**src/verilog/spd_wp_cfg.svh**
```systemverilog
// Constants for the write-protect and acknowledge block
`ifndef SPD_WP_CFG_SVH
`define SPD_WP_CFG_SVH

// ----------------------------------------
// Select and address byte decode
// ----------------------------------------
`define DEV_TYPE_MEM 4'hA
`define DEV_TYPE_PROT 4'h6
`define SET_SEL_BITS 3'h1
`define CLR_SEL_BITS 3'h3
`define LOW_HALF_BIT 7
`define PAGE_BITS 4

// ----------------------------------------
// Synchronised pin vector positions
// ----------------------------------------
`define PIN_SCL 0
`define PIN_SDA 1
`define PIN_SEL0 2
`define PIN_SEL1 3
`define PIN_SEL2 4
`define PIN_HV 5
`define PIN_INHIBIT 6
`define PIN_COUNT 7

// ----------------------------------------
// Timing
// ----------------------------------------
`define CLK_FREQ_KHZ 20000
`define WRITE_CYCLE_TIME_MS 10
`define WRITE_CNT_W 24

`endif

```
**src/verilog/spd_wp_pkg.sv**
```systemverilog
// Types for the write-protect and acknowledge block
package spd_wp_pkg;

  // Byte engine states, Gray along idle, receive, acknowledge
  typedef enum logic [1:0] {
    BUS_IDLE = 2'h0,
    BUS_RX = 2'h1,
    BUS_ACK = 2'h3,
    BUS_SKIP = 2'h2
  } bus_state_t;

  // Protection level held in nonvolatile storage
  typedef enum logic [1:0] {
    PROT_NONE = 2'h0,
    PROT_SOFT = 2'h1,
    PROT_PERM = 2'h3
  } prot_state_t;

  // Decoded instruction
  typedef enum logic [2:0] {
    CMD_NONE = 3'h0,
    CMD_MEM = 3'h1,
    CMD_SET = 3'h2,
    CMD_CLR = 3'h3,
    CMD_LOCK = 3'h4
  } cmd_t;

endpackage : spd_wp_pkg

```
**src/verilog/pin_sampler.sv**
```systemverilog
// Pin synchronisers and bus start, stop and clock edge detection
`timescale 1ns/1ps
`include "spd_wp_cfg.svh"

module pin_sampler (
  // Clock and reset
  input wire logic clk,
  input wire logic arst_n,
  // Raw pins
  input wire logic [`PIN_COUNT-1:0] pins_raw,
  // Synchronised levels and events
  output logic [`PIN_COUNT-1:0] pins_sync,
  output logic scl_rise,
  output logic scl_fall,
  output logic start_det,
  output logic stop_det
);

  logic [`PIN_COUNT-1:0] stage1;
  logic scl_prev;
  logic sda_prev;

  // ----------------------------------------
  // Two-flop synchronisers, one per pin
  // ----------------------------------------
  genvar i;
  generate
    for (i = 0; i < `PIN_COUNT; i++) begin : g_sync
      always_ff @(posedge clk or negedge arst_n) begin
        if (!arst_n) begin
          stage1[i] <= 1'b1;
          pins_sync[i] <= 1'b1;
        end else begin
          stage1[i] <= pins_raw[i];
          pins_sync[i] <= stage1[i];
        end
      end
    end
  endgenerate

  // ----------------------------------------
  // Edge history of clock and data lines
  // ----------------------------------------
  always_ff @(posedge clk or negedge arst_n) begin
    if (!arst_n) begin
      scl_prev <= 1'b1;
      sda_prev <= 1'b1;
    end else begin
      scl_prev <= pins_sync[`PIN_SCL];
      sda_prev <= pins_sync[`PIN_SDA];
    end
  end

  // Data edges while clock stays high are start and stop
  always_comb begin
    scl_rise = pins_sync[`PIN_SCL] && !scl_prev;
    scl_fall = !pins_sync[`PIN_SCL] && scl_prev;
    start_det = scl_prev && pins_sync[`PIN_SCL] && sda_prev && !pins_sync[`PIN_SDA];
    stop_det = scl_prev && pins_sync[`PIN_SCL] && !sda_prev && pins_sync[`PIN_SDA];
  end

endmodule : pin_sampler

```
**src/verilog/spd_write_protect_ack.sv**
```systemverilog
// Write-protect state machine and acknowledge policy of the presence-detect memory
//
// Behaviour
// Answer only selects whose chip bits equal the three chip-enable pin levels; set and clear selects are acked on fixed bits.
// Programmer holds the qualifier high from start to stop for set or clear.
// Lock instruction is accepted without the high-voltage qualifier.
// Programmer clears, rewrites the low 128 bytes, then locks.
// Locked: write-form protect instruction gets no acknowledge anywhere, no write cycle.
// Protected: low-half write acks select and address, refuses data, no cycle.
// Soft-protected: repeated set gets no acknowledge on any byte, no cycle.
// Soft, inhibit low: clear acked fully, write cycle returns to unprotected.
// Soft, inhibit low: lock acked fully, write cycle enters locked state.
// Inhibit high: select and address acked, data refused, no write cycle.
// Unprotected, inhibit low: protect instruction acked fully and applied.
// Unprotected, inhibit low: memory write acked fully and write cycle started.
// Locked: read-form protect instruction gets no acknowledge on any byte.
// Soft: read-form set refused; clear and lock selects acked, rest refused.
// Unprotected: read-form protect select acked, following bytes refused.
// Master reads protection state from which read-form selects are acked.
// Protect instructions use their own type code; refused once locked.
// Software protection covers only the lower half of the array.
// Protection state is kept in nonvolatile storage across power cycles.
// Write cycle starts only on a stop directly after an acknowledge slot.
// Set and clear need the high-voltage qualifier for the whole instruction.
`timescale 1ns/1ps
`include "spd_wp_cfg.svh"

module spd_write_protect_ack
  import spd_wp_pkg::*;
#(
  parameter int WRITE_CYCLE_CYCLES = `WRITE_CYCLE_TIME_MS * `CLK_FREQ_KHZ
) (
  // Clock and reset
  input wire logic clk,
  input wire logic arst_n,
  // Serial bus
  input wire logic scl_in,
  input wire logic sda_in,
  output logic sda_out,
  output logic sda_oe,
  // Position and control pins
  input wire logic chip_sel_bit0,
  input wire logic chip_sel_bit1,
  input wire logic chip_sel_bit2,
  input wire logic e0_high_voltage_level,
  input wire logic write_inhibit_in,
  // Nonvolatile protection storage
  input wire prot_state_t nv_protect_init,
  output prot_state_t protect_state,
  // Write cycle status
  output logic write_busy,
  output logic mem_write_go
);

  // ----------------------------------------
  // Pin sampling
  // ----------------------------------------
  logic [`PIN_COUNT-1:0] pins_sync;
  logic scl_rise;
  logic scl_fall;
  logic start_det;
  logic stop_det;

  pin_sampler u_sampler (
    .clk(clk),
    .arst_n(arst_n),
    .pins_raw({write_inhibit_in, e0_high_voltage_level, chip_sel_bit2,
               chip_sel_bit1, chip_sel_bit0, sda_in, scl_in}),
    .pins_sync(pins_sync),
    .scl_rise(scl_rise),
    .scl_fall(scl_fall),
    .start_det(start_det),
    .stop_det(stop_det)
  );

  logic sda_s;
  logic hv_s;
  logic inhibit_s;
  logic [2:0] pins_pos;

  assign sda_s = pins_sync[`PIN_SDA];
  assign hv_s = pins_sync[`PIN_HV];
  assign inhibit_s = pins_sync[`PIN_INHIBIT];
  assign pins_pos = {pins_sync[`PIN_SEL2], pins_sync[`PIN_SEL1], pins_sync[`PIN_SEL0]};

  // ----------------------------------------
  // Byte engine state
  // ----------------------------------------
  bus_state_t state, next_state;
  logic [7:0] shreg, next_shreg;
  logic [3:0] bit_cnt, next_bit_cnt;
  logic [1:0] byte_idx, next_byte_idx;
  cmd_t cmd, next_cmd;
  logic rw, next_rw;
  logic [7:0] addr_ptr, next_addr_ptr;
  logic hv_ok, next_hv_ok;
  logic after_ack, next_after_ack;
  logic next_sda_oe;
  logic go_write;

  // ----------------------------------------
  // Write cycle and protection state
  // ----------------------------------------
  prot_state_t next_protect_state;
  prot_state_t pend_state, next_pend_state;
  logic pend_prot, next_pend_prot;
  logic next_write_busy;
  logic next_mem_write_go;
  logic nv_loaded, next_nv_loaded;
  logic [`WRITE_CNT_W-1:0] wcnt, next_wcnt;

  // Select byte decode and acknowledge decision
  cmd_t dec_cmd;
  logic ack_now;

  always_comb begin
    dec_cmd = CMD_NONE;
    if (shreg[7:4] == `DEV_TYPE_MEM && shreg[3:1] == pins_pos) begin
      dec_cmd = CMD_MEM;
    end else if (shreg[7:4] == `DEV_TYPE_PROT) begin
      if (hv_ok && hv_s && shreg[3:1] == `SET_SEL_BITS) begin
        dec_cmd = CMD_SET;
      end else if (hv_ok && hv_s && shreg[3:1] == `CLR_SEL_BITS) begin
        dec_cmd = CMD_CLR;
      end else if (shreg[3:1] == pins_pos) begin
        dec_cmd = CMD_LOCK;
      end
    end
    ack_now = 1'b0;
    if (byte_idx == 2'h0) begin
      if (dec_cmd == CMD_MEM) begin
        ack_now = 1'b1;
      end else if (dec_cmd != CMD_NONE) begin
        // Locked refuses all; soft refuses a repeated set
        ack_now = !(protect_state == PROT_PERM) &&
                  !(protect_state == PROT_SOFT && dec_cmd == CMD_SET);
      end
    end else if (byte_idx == 2'h1) begin
      ack_now = !rw;
    end else if (cmd == CMD_MEM) begin
      ack_now = !inhibit_s &&
                !(protect_state != PROT_NONE && !addr_ptr[`LOW_HALF_BIT]);
    end else begin
      ack_now = !inhibit_s;
    end
  end

  // Stop right after an acknowledged data byte starts the cycle
  always_comb begin
    go_write = stop_det && (state == BUS_RX) && after_ack && byte_idx == 2'h3 && !rw;
    if (cmd == CMD_SET || cmd == CMD_CLR) begin
      go_write = go_write && hv_ok && hv_s;
    end
  end

  // ----------------------------------------
  // Byte engine next state
  // ----------------------------------------
  always_comb begin
    next_state = state;
    next_shreg = shreg;
    next_bit_cnt = bit_cnt;
    next_byte_idx = byte_idx;
    next_cmd = cmd;
    next_rw = rw;
    next_addr_ptr = addr_ptr;
    next_hv_ok = hv_ok && hv_s;
    next_after_ack = after_ack;
    next_sda_oe = sda_oe;
    if (write_busy || !nv_loaded) begin
      // Bus ignored during the write cycle
      next_state = BUS_IDLE;
      next_sda_oe = 1'b0;
      next_after_ack = 1'b0;
    end else if (start_det) begin
      next_state = BUS_RX;
      next_bit_cnt = 4'h0;
      next_byte_idx = 2'h0;
      next_cmd = CMD_NONE;
      next_hv_ok = hv_s;
      next_after_ack = 1'b0;
      next_sda_oe = 1'b0;
    end else if (stop_det) begin
      next_state = BUS_IDLE;
      next_sda_oe = 1'b0;
      next_after_ack = 1'b0;
    end else begin
      case (state)
        BUS_RX: begin
          if (scl_rise && bit_cnt != 4'h8) begin
            next_shreg = {shreg[6:0], sda_s};
            next_bit_cnt = bit_cnt + 4'h1;
            // The rise that opens a stop slot keeps the ack mark
            if (bit_cnt != 4'h0) begin
              next_after_ack = 1'b0;
            end
          end else if (scl_fall && bit_cnt == 4'h8) begin
            next_state = BUS_ACK;
            next_sda_oe = ack_now;
            if (byte_idx == 2'h0) begin
              next_cmd = dec_cmd;
              next_rw = shreg[0];
            end else if (byte_idx == 2'h1) begin
              next_addr_ptr = shreg;
            end
          end
        end
        BUS_ACK: begin
          if (scl_fall) begin
            next_sda_oe = 1'b0;
            next_bit_cnt = 4'h0;
            next_after_ack = sda_oe;
            next_byte_idx = (byte_idx == 2'h3) ? byte_idx : byte_idx + 2'h1;
            // Read forms hand over after the select
            next_state = (sda_oe && !(rw && byte_idx == 2'h0)) ? BUS_RX : BUS_SKIP;
            if (sda_oe && cmd == CMD_MEM && byte_idx >= 2'h2) begin
              // Page write wraps within the low address bits
              next_addr_ptr[`PAGE_BITS-1:0] = addr_ptr[`PAGE_BITS-1:0] + 4'h1;
            end
          end
        end
        BUS_SKIP: next_sda_oe = 1'b0;
        default: next_state = BUS_IDLE;
      endcase
    end
  end

  // Byte engine registers
  always_ff @(posedge clk or negedge arst_n) begin
    if (!arst_n) begin
      state <= BUS_IDLE;
      shreg <= 8'h00;
      bit_cnt <= 4'h0;
      byte_idx <= 2'h0;
      cmd <= CMD_NONE;
      rw <= 1'b0;
      addr_ptr <= 8'h00;
      hv_ok <= 1'b0;
      after_ack <= 1'b0;
      sda_oe <= 1'b0;
      sda_out <= 1'b0;
    end else begin
      state <= next_state;
      shreg <= next_shreg;
      bit_cnt <= next_bit_cnt;
      byte_idx <= next_byte_idx;
      cmd <= next_cmd;
      rw <= next_rw;
      addr_ptr <= next_addr_ptr;
      hv_ok <= next_hv_ok;
      after_ack <= next_after_ack;
      sda_oe <= next_sda_oe;
      sda_out <= 1'b0;
    end
  end

  // ----------------------------------------
  // Write cycle and protection next state
  // ----------------------------------------
  always_comb begin
    next_protect_state = protect_state;
    next_pend_state = pend_state;
    next_pend_prot = pend_prot;
    next_write_busy = write_busy;
    next_mem_write_go = 1'b0;
    next_nv_loaded = 1'b1;
    next_wcnt = wcnt;
    if (!nv_loaded) begin
      next_protect_state = nv_protect_init;
    end else if (write_busy) begin
      next_wcnt = wcnt + `WRITE_CNT_W'(1);
      if (wcnt == `WRITE_CNT_W'(WRITE_CYCLE_CYCLES - 1)) begin
        next_write_busy = 1'b0;
        next_wcnt = '0;
        if (pend_prot) begin
          next_protect_state = pend_state;
        end
      end
    end else if (go_write) begin
      next_write_busy = 1'b1;
      next_wcnt = '0;
      next_pend_prot = (cmd != CMD_MEM);
      next_mem_write_go = (cmd == CMD_MEM);
      case (cmd)
        CMD_SET: next_pend_state = PROT_SOFT;
        CMD_CLR: next_pend_state = PROT_NONE;
        CMD_LOCK: next_pend_state = PROT_PERM;
        default: next_pend_state = protect_state;
      endcase
    end
  end

  // Write cycle registers
  always_ff @(posedge clk or negedge arst_n) begin
    if (!arst_n) begin
      protect_state <= PROT_NONE;
      pend_state <= PROT_NONE;
      pend_prot <= 1'b0;
      write_busy <= 1'b0;
      mem_write_go <= 1'b0;
      nv_loaded <= 1'b0;
      wcnt <= '0;
    end else begin
      protect_state <= next_protect_state;
      pend_state <= next_pend_state;
      pend_prot <= next_pend_prot;
      write_busy <= next_write_busy;
      mem_write_go <= next_mem_write_go;
      nv_loaded <= next_nv_loaded;
      wcnt <= next_wcnt;
    end
  end
endmodule : spd_write_protect_ack

```
**config.mk**
```make
export PLATFORM = sky130hd
export DESIGN_NAME = spd_write_protect_ack
export DESIGN_NICKNAME = d
export VERILOG_FILES = /design/src/verilog/spd_wp_pkg.sv /design/src/verilog/pin_sampler.sv /design/src/verilog/spd_write_protect_ack.sv
export VERILOG_INCLUDE_DIRS = /design/src /design/src/verilog
export SDC_FILE = /design/constraint.sdc
export NUM_CORES = 1
export LEC_CHECK = 0
export BUFFER_PORTS_ARGS = -buffer_cell sky130_fd_sc_hd__buf_2
export CORE_ASPECT_RATIO = 0.5
export CORE_UTILIZATION = 25
export CTS_CLUSTER_DIAMETER = 50
export CTS_CLUSTER_SIZE = 40
export DETAILED_ROUTE_END_ITERATION = 10
export HOLD_SLACK_MARGIN = 0.15
export PLACE_DENSITY = 0.41
export SETUP_SLACK_MARGIN = 0.15
export SLEW_MARGIN = 10
export SYNTH_ARGS = -nofsm -noshare
export SYNTH_HDL_FRONTEND = slang
export SYNTH_SLANG_ARGS = --single-unit
```
**constraint.sdc**
```tcl
create_clock -name clk -period 2.3 [get_ports clk]
set_clock_uncertainty 0.15 [all_clocks]
set_input_delay 0.46 -clock clk [delete_from_list [all_inputs] [get_ports clk]]
set_output_delay 0.46 -clock clk [all_outputs]
set_load 0.05 [all_outputs]
```
==> metrics.txt, run 1 <==
run status=complete, no violations; most used cell, CP=a21o_1; initial antenna violation count=0; synthesized area=3770 um2; Top Ports=17; max-cap violations=0; number of global-route vias before repair=2863; Crit. End Element=flip-flop; Req. time, crit path=2.38 ns; asr flop ratio synth=1.00; CP Data Arrival Time=2.12 ns; HPWL Detailed=6.23 mm; final setup vio count=0; CP Max Fanout=12; Final TNS setup=0 ns; Max clock buf depth=2; Sequential Power Share=0.417; Core Region=14600 um2; leakage=2.02 nW; area grow syn2layout=24.3%; max-slew violations=0; R2R Setup Slk=0.25 ns; Die H=88.9 um; starting DRC count in detailed routing=179; Power Internal=2.55 mW; pwr dens=688 nW/um2; Worst Path Class, Setup=reg -> reg; GP Congestion=0.749; Seq cells post-synth=72; worst r2r dst=wcnt[21]; Worst Path Buf+Inv=1; Clock Latency Late Sink=0.34 ns; hold path endpoint=u_sampler.pins_sync[4]; Switch Pwr=0.675 mW; Pwr Total=3.23 mW; crit path time final=2.05 ns; fmax=0.489 GHz; Hold WC Path Type=reg -> reg; Post-Syn Nets=373; crit-path cells=ha_2 > nand3b_1 > a2111oi_4 > o21ai_2 > buf_6 > a21o_1 > a21o_1; sw frac=0.209; Hold Startpoint=u_sampler.stage1[4]; drt pass-1 iters=4; wirelength, routed=8.87 mm; GRT Overall Usage=0.125; CTS tree=done; reg2reg start=byte_idx[0]; prevailing post-synth register cell=dfrtp_1; synthesis warning total=0; wire length per cell=14.6 um; drt via density=4.62; Setup WS pre-CTS=0.156 ns; synth unique cells=69; total number of vias=2797; Top delay family on crit path=compound AO/OA/AOI/OAI gates; number of H-tree levels=3; CP Launch Type=flip-flop; placed cell count=580; TritonCTS buffer count=9; share of cells above drive strength 1=0.260; syn_area_per_cell=10.6 um2; Comb power frac=0.050; die span in x=176 um; # rows=31; Worst Hold Depth=0; final number of hold-violating endpoints=0; R2R depth=7; Final Non-Filler Cells=606; fin nets=420; first-pass GRT wire length=15.2 mm; Final Cycle Share=0.890; ANT cells=0; # clock sinks=72; unrepaired setup endpoints after global routing=yes; Clk network pwr share=0.533; worst vdd ir=0.351 mV; port bufs=15; Seq/Total Area, Yosys=0.483; drt drc=0; clock-pin slew on the worst setup and hold paths=0.06 ns; die area=15600 um2; final worst setup slack=0.254 ns; Initial Util=0.259; grt total ovfl=0; Routed Antenna Nets=0; CTS Root Cell=clkbuf_16; Crit-path slowest cell=a2111oi_4; Post-synth EDFFs=0; Finished Core Util=0.322; largest net degree at the start of global routing=33; delay of the slowest cell on the worst path=0.43 ns; Syn Inst Count=356
kinds of logic after synthesis:
group,share of synthesized area
XOR/XNOR,0.00929
adder cells (fa/ha/maj),0.0199
other,0.00199
AND/OR/NAND/NOR,0.241
buffers and inverters,0.0381
AO/OA/AOI/OAI,0.155
multiplexers,0.0524
flip-flops,0.483
layout by cell type (no fill, tap or decap), drive strengths merged, types with 7 or more instances in the layout:
cell	n
o21ai	28
a21oi	18
buf	39
inv	17
nor3	8
dlygate4sd3	8
nand2b	7
and2	8
nand2	28
nand3	19
dfstp	16
nor2b	7
mux2	12
or3	10
dfrtp	56
nand4	11
nor2	16
clkbuf	10
final cells by class:
cell class	instances	area [um2]
inverter	17	63.8
clock inverter	6	133
sequential	72	1820
timing repair buffer	47	367
tap	198	248
multi-input combinational	256	1830
clock buffer	10	229
fill	1524	9890
routing by layer:
layer,part of all wire,up-vias,global-route usage
li1,-,1391,-
met1,0.50,1372,0.164
met2,0.46,27,0.207
met3,0.024,7,0.0322
met4,0.010,0,0.0340
met5,0,-,0
synth_stat cells, drive strengths merged, types with 4 or more instances:
cell    count  area share
o21ai      28       0.041
ha          6       0.020
inv        17       0.017
a21o        6       0.012
nand4      11       0.028
dfstp      16        0.11
and3        6       0.013
nor2b       7       0.012
xnor2       4      0.0093
mux2i       4       0.011
and2        8       0.013
nand2b      7       0.014
a21oi      18       0.025
nor3        8       0.016
or3        10       0.017
nand2      28       0.028
mux2       12       0.042
dfrtp      56        0.37
nor2       16       0.016
nand3      19       0.025
o31ai       6       0.012
buf         9       0.019
metrics by stage:
step | cell area, um2 | hold WS [ns]
CTS | 4650 | 0.200
floorplan | 3770 | 0.0144
detailed placement | 4210 | 0.197
global route | 4690 | 0.196
finish | 4690 | 0.201
global placement | 4210 | 0.196
state kept, by name, indices dropped and copies added, names as in the netlist, 3 cells and up:
register / count
wcnt: 24
shreg: 8
u_sampler.pins_sync: 7
u_sampler.stage1: 7
bit_cnt: 4
cmd: 3
worst max-delay path by stage:
stage	end	startpoint	depth (start not counted)
final	wcnt[21]	byte_idx[0]	7
after global placement	wcnt[21]	wcnt[0]	6
after CTS	wcnt[18]	wcnt[0]	8
after floorplan	shreg[0]	write_busy	5
after global routing	wcnt[22]	byte_idx[0]	7
after detailed placement	wcnt[21]	wcnt[0]	6
timing repair:
action	CTS	global route
endpoints found under the hold margin	28	0
pin swaps	0	1
hold buffers	8	0
gates resized for setup	1	8
endpoints found under the setup margin	2	10
setup buffers	0	2
power groups by stage:
stage | logic [mW] | clock network (mW) | registers (mW)
3_3_place_gp | 0.155 | 0 | 1.37
4_1_cts | 0.167 | 1.76 | 1.35
6_report | 0.162 | 1.72 | 1.35
5_1_grt | 0.186 | 1.82 | 1.35
2_1_floorplan | 0.0807 | 0 | 1.37
3_5_place_dp | 0.156 | 0 | 1.37
Note: power is estimated with default switching activity, not from simulation.
==> inputs of run 2 (changes only) <==
--- a/config.mk
+++ b/config.mk
@@ -7,14 +7,15 @@
 export NUM_CORES = 1
 export LEC_CHECK = 0
 export BUFFER_PORTS_ARGS = -buffer_cell sky130_fd_sc_hd__buf_2
+export CELL_PAD_IN_SITES_DETAIL_PLACEMENT = 0
+export CELL_PAD_IN_SITES_GLOBAL_PLACEMENT = 2
 export CORE_ASPECT_RATIO = 0.5
 export CORE_UTILIZATION = 25
 export CTS_CLUSTER_DIAMETER = 50
 export CTS_CLUSTER_SIZE = 40
 export DETAILED_ROUTE_END_ITERATION = 10
 export HOLD_SLACK_MARGIN = 0.15
-export PLACE_DENSITY = 0.41
-export SETUP_SLACK_MARGIN = 0.15
+export PLACE_DENSITY = 0.55
 export SLEW_MARGIN = 10
 export SYNTH_ARGS = -nofsm -noshare
 export SYNTH_HDL_FRONTEND = slang
==> metrics.txt, run 2 (synthesized netlist as in run 1, its figures left out) <==
run status=complete, no violations; CP Data Arrival Time=2.20 ns; DR WL met3=186 um; final number of hold-violating endpoints=0; fin nets=413; CP Launch Type=flip-flop; wire length per cell=14.9 um; Worst Path Class, Setup=reg -> reg; drt pass-1 iters=4; final setup vio count=0; Req. time, crit path=2.37 ns; max-slew violations=0; GRT Overall Usage=0.124; Biggest register=wcnt; Final Cycle Share=0.924; max_slew headroom=0.616; unrepaired setup endpoints after global routing=no; most common cell after layout, fill and taps aside=dfrtp_1; ANT cells=0; Largest register FFs=24; die area=15600 um2; pwr dens=640 nW/um2; # clock sinks=72; CP Max Fanout=14; max-cap violations=0; layout filler cell count=1511; hold_buf cts=8; largest net degree at the start of global routing=55; HPWL Detailed=6.22 mm; delay of the slowest cell on the worst path=0.42 ns; area grow syn2layout=20.6%; Crit. End Element=flip-flop; Die H=88.9 um; Max clock buf depth=2; Core Region=14600 um2; Least-Margin Pin Slew=0.576 ns; cts repair resizes=0; # rows=31; share of cells above drive strength 1=0.234; Clk network pwr share=0.481; crit-path cells=nor4_1 > buf_4 > nand4_2 > o21a_1 > a21o_1 > a21o_1; Sequential Power Share=0.463; number of H-tree levels=3; Routed Antenna Nets=0; drt drc=0; CTS Root Cell=clkbuf_16; most frequent cells in the layout=dfrtp_1, nand2_1, nand3_1; post-CTS setup buffer count=0; initial antenna violation count=0; die span in x=176 um; GP Congestion=0.779; R2R Setup Slk=0.18 ns; clock-pin slew on the worst setup and hold paths=0.06 ns; leakage=1.94 nW; fmax=0.471 GHz; TritonCTS buffer count=9; starting DRC count in detailed routing=117; sw frac=0.235; number of global-route vias before repair=2863; Top delay family on crit path=compound AO/OA/AOI/OAI gates; total number of vias=2859; worst vdd ir=0.352 mV; wirelength, routed=8.93 mm; Comb power frac=0.056; final worst setup slack=0.175 ns; largest registers=wcnt (24), shreg (8); max layer used=met4; Hold WC Path Type=reg -> reg; met2 routed WL=4.24 mm; crit path time final=2.12 ns; port bufs=15; Power Internal=2.22 mW; CTS tree=done; most used cell, CP=a21o_1; grt total ovfl=0; Setup WS pre-CTS=0.172 ns; WL met1=4.38 mm; Final TNS setup=0 ns; Switch Pwr=0.685 mW; Top Ports=17; Clock Latency Late Sink=0.33 ns; Initial Util=0.259; Crit-path slowest cell=dfrtp_1; first-pass GRT wire length=14.9 mm; drt via density=4.77; Worst Path Buf+Inv=1
-- run 2: cell count changes in the layout (fill, tap and decap cells not counted), moves of 2 or more --
cell	change
buf_4	-6
bufinv_16	-3
clkinv_4	+2
ha_1	+2
ha_2	-2
-- run 2: area by class of cell --
type	instances	area, um2	share of cell area
Sequential cell	72	1820	0.401
Multi-Input combinational cell	256	1810	0.397
Timing Repair Buffer	40	310	0.0682
Tap cell	198	248	0.0545
Clock buffer	9	225	0.0495
Clock inverter	7	72.6	0.0160
Inverter	17	63.8	0.0140
-- run 2: final timing paths --
check,from,endpoint,depth (start not counted)
hold reg to reg,u_sampler.stage1[6],u_sampler.pins_sync[6],0
hold / removal,u_sampler.stage1[6],u_sampler.pins_sync[6],0
setup / recovery,wcnt[19],wcnt[21],6
max in group asynchronous,arst_n,u_sampler.pins_sync[0],3
min in group asynchronous,arst_n,shreg[3],2
setup reg to reg,wcnt[19],wcnt[21],6
-- run 2: metrics by stage --
stage	instance area [um2]	util	hold slack [ns]	power, mW	std cells
after detailed placement	4170	0.286	0.197	1.53	575
final	4550	0.312	0.205	2.91	599
after floorplan	3770	-	0.0144	1.45	356
after CTS	4550	0.312	0.204	2.97	599
after global placement	4170	0.286	0.196	1.52	575
after global routing	4550	0.312	0.205	3.04	599
-- run 2: worst reg2reg max path, stage by stage, from the launching register on --
cell,delay [ns]
dfrtp_1,0.42
nor4_1,0.35
buf_4,0.18
nand4_2,0.10
o21a_1,0.40
a21o_1,0.25
a21o_1,0.16
-- run 2: per-layer routing --
layer	vias up	global-route usage
li1	1390	-
met1	1431	0.156
met2	29	0.214
met3	9	0.0301
met4	0	0.0364
met5	-	0
-- run 2: power by group through the flow --
stage	logic (mW)	registers, mW	clock network (mW)
detailed placement	0.156	1.37	0
CTS	0.167	1.35	1.45
finish	0.163	1.35	1.40
global placement	0.153	1.37	0
global route	0.183	1.35	1.50
floorplan	0.0807	1.37	0
==> inputs of run 3 (changes only) <==
--- a/config.mk
+++ b/config.mk
@@ -6,6 +6,7 @@
 export SDC_FILE = /design/constraint.sdc
 export NUM_CORES = 1
 export LEC_CHECK = 0
+export ABC_AREA = 1
 export BUFFER_PORTS_ARGS = -buffer_cell sky130_fd_sc_hd__buf_2
 export CELL_PAD_IN_SITES_DETAIL_PLACEMENT = 0
 export CELL_PAD_IN_SITES_GLOBAL_PLACEMENT = 2
@@ -15,7 +16,7 @@
 export CTS_CLUSTER_SIZE = 40
 export DETAILED_ROUTE_END_ITERATION = 10
 export HOLD_SLACK_MARGIN = 0.15
-export PLACE_DENSITY = 0.55
+export PLACE_DENSITY = 0.6
 export SLEW_MARGIN = 10
 export SYNTH_ARGS = -nofsm -noshare
 export SYNTH_HDL_FRONTEND = slang
==> metrics.txt, run 3 <==
Initial Util=0.260; Req. time, crit path=2.42 ns; largest registers=wcnt (24), shreg (8); run status=complete, no violations; area occupied by multi-input gates=1960 um2; prevailing post-synth register cell=dfrtp_1; unrepaired setup endpoints after global routing=no; clock-pin slew on the worst setup and hold paths=0.06 ns; pwr dens=629 nW/um2; Largest register FFs=24; CP Max Fanout=24; Top delay family on crit path=simple AND/OR/NAND/NOR gates; wirelength, routed=11.0 mm; Cell Area, Placed=4460 um2; Post-synth EDFFs=0; CTS Root Cell=clkbuf_16; wire length per cell=13.8 um; delay of the slowest cell on the worst path=0.60 ns; Clock Latency Late Sink=0.34 ns; area grow syn2layout=18.7%; final number of hold-violating endpoints=0; synth unique cells=42; GP Congestion=0.763; Seq cells post-synth=72; Max clock buf depth=2; Power Internal=2.26 mW; CTS tree=done; # rows=32; register area=1820 um2; number of H-tree levels=3; die span in x=183 um; starting DRC count in detailed routing=249; crit-path cells=nand2_2 > nor2_4 > nand3_4 > nand2_2 > nand2_2 > o21ai_1 > nand2_1 > nor2_1; drt drc=0; post-CTS setup buffer count=0; placed cell count=769; fmax=0.498 GHz; die area=16900 um2; Least-Margin Pin Slew=0.511 ns; final setup vio count=0; most frequent cell after synthesis=nand2_1; HPWL Detailed=8.16 mm; Post-Syn Nets=552; first-pass GRT wire length=18.6 mm; port bufs=15; Worst Path Buf+Inv=0; Hold WC Path Type=reg -> reg; layout filler cell count=1726; final worst setup slack=0.291 ns; Sequential Power Share=0.446; max_slew headroom=0.657; leading area contributor after synthesis=dfrtp_1; sw frac=0.259; worst vdd ir=0.319 mV; leakage=2.18 nW; TritonCTS buffer count=9; Syn Inst Count=535; ANT cells=0; Final TNS setup=0 ns; Clk network pwr share=0.480; Biggest register=wcnt; Top Ports=17; most frequent cells in the layout=nand2_1, nor2_1, dfrtp_1; area fraction of the dominant cell type after synthesis=0.343; Finished Core Util=0.309; # clock sinks=72; post-route cell area=4850 um2; max-cap violations=0; Area contributors post-synth=dfrtp_1, nand2_1, dfstp_2, nor2_1, nand3_1; Final Non-Filler Cells=793; most common cell after layout, fill and taps aside=nand2_1; Crit. End Element=flip-flop; grt total ovfl=0; Worst Path Class, Setup=reg -> reg; largest net degree at the start of global routing=53; GRT Overall Usage=0.143; Comb power frac=0.074; Crit-path slowest cell=dfstp_2; Final Cycle Share=0.874; total number of vias=3417; max-slew violations=0; asr flop ratio synth=1.00; initial antenna violation count=0; most used cell, CP=nand2_2; Setup WS pre-CTS=0.279 ns; CP Data Arrival Time=2.12 ns; share of cells above drive strength 1=0.149; Synth top cells by count=nand2_1, nor2_1, dfrtp_1; number of global-route vias before repair=3465; Core Region=15700 um2; drt pass-1 iters=6; Routed Antenna Nets=0; crit path time final=2.01 ns; Switch Pwr=0.789 mW; Seq/Total Area, Yosys=0.446; synthesis warning total=0; fin nets=584; CP Launch Type=flip-flop; Die H=92.4 um; synthesized area=4080 um2; drt via density=4.31; syn_area_per_cell=7.63 um2
-- run 3: changes by cell type in the layout (fill, tap and decap cells not counted), sizes merged, moves of 9 or more --
cell	previous run	this run
xor2	0	9
nand3	19	44
mux2	12	0
inv	17	64
nand2	28	153
or3	10	0
nor2	16	83
-- run 3: per-stage QoR --
stage          hold WS [ns]  power (mW)
4_1_cts               0.206        3.11
6_report              0.204        3.05
5_1_grt               0.208        3.19
3_5_place_dp          0.197        1.60
3_3_place_gp          0.196        1.60
2_1_floorplan        0.0144        1.51
-- run 3: power by group through the flow --
stage                     Combinational, mW  Clock [mW]  Sequential [mW]
final                                 0.225        1.46             1.36
after floorplan                       0.133           0             1.38
after global routing                  0.256        1.57             1.36
after detailed placement              0.220           0             1.38
after CTS                             0.231        1.52             1.36
after global placement                0.220           0             1.38
-- run 3: layout make-up --
class	count	share of cell area
multi-input combinational	393	0.405
sequential	72	0.376
tap	221	0.0570
timing repair buffer	32	0.0516
inverter	59	0.0472
clock buffer	9	0.0465
clock inverter	7	0.0170
-- run 3: per-layer routing --
layer  up-vias  wire length (um)  global-route usage
met4         0                93              0.0336
met2        29              5050               0.229
met1      1582              5580               0.196
met3        10               255              0.0330
met5         -                 0                   0
li1       1796                 -                   -
-- run 3: cells by family after synthesis --
family / after synthesis / share of synthesized area
compound gates: 57 / 0.0846
fa+ha+maj: 6 / 0.0184
simple gates: 317 / 0.352
other cells: 2 / 0.00184
buf+inv: 70 / 0.0735
xor+xnor: 11 / 0.0236
flops: 72 / 0.446
-- run 3: worst paths after layout --
check	startpoint	to	slack [ns]	depth (start not counted)
worst max register to register	u_sampler.pins_sync[0]	wcnt[3]	0.29	8
max in group asynchronous	arst_n	u_sampler.sda_prev	0.94	3
worst min register to register	u_sampler.stage1[6]	u_sampler.pins_sync[6]	0.20	0
min in group asynchronous	arst_n	wcnt[20]	0.42	2
worst min-delay path	u_sampler.stage1[6]	u_sampler.pins_sync[6]	0.20	0
worst max-delay path	u_sampler.pins_sync[0]	wcnt[3]	0.29	8
-- run 3: repair_timing --
action                    4_1_cts  5_1_grt
gates resized for setup         0        0
hold endpoints to repair       24        0
hold buffers                    8        0
-- run 3: worst reg2reg max path: stages (launching register included) --
cell and delay (ns):
dfstp_2 0.60, nand2_2 0.10, nor2_4 0.21, nand3_4 0.13
nand2_2 0.10, nand2_2 0.29, o21ai_1 0.23, nand2_1 0.07
nor2_1 0.08
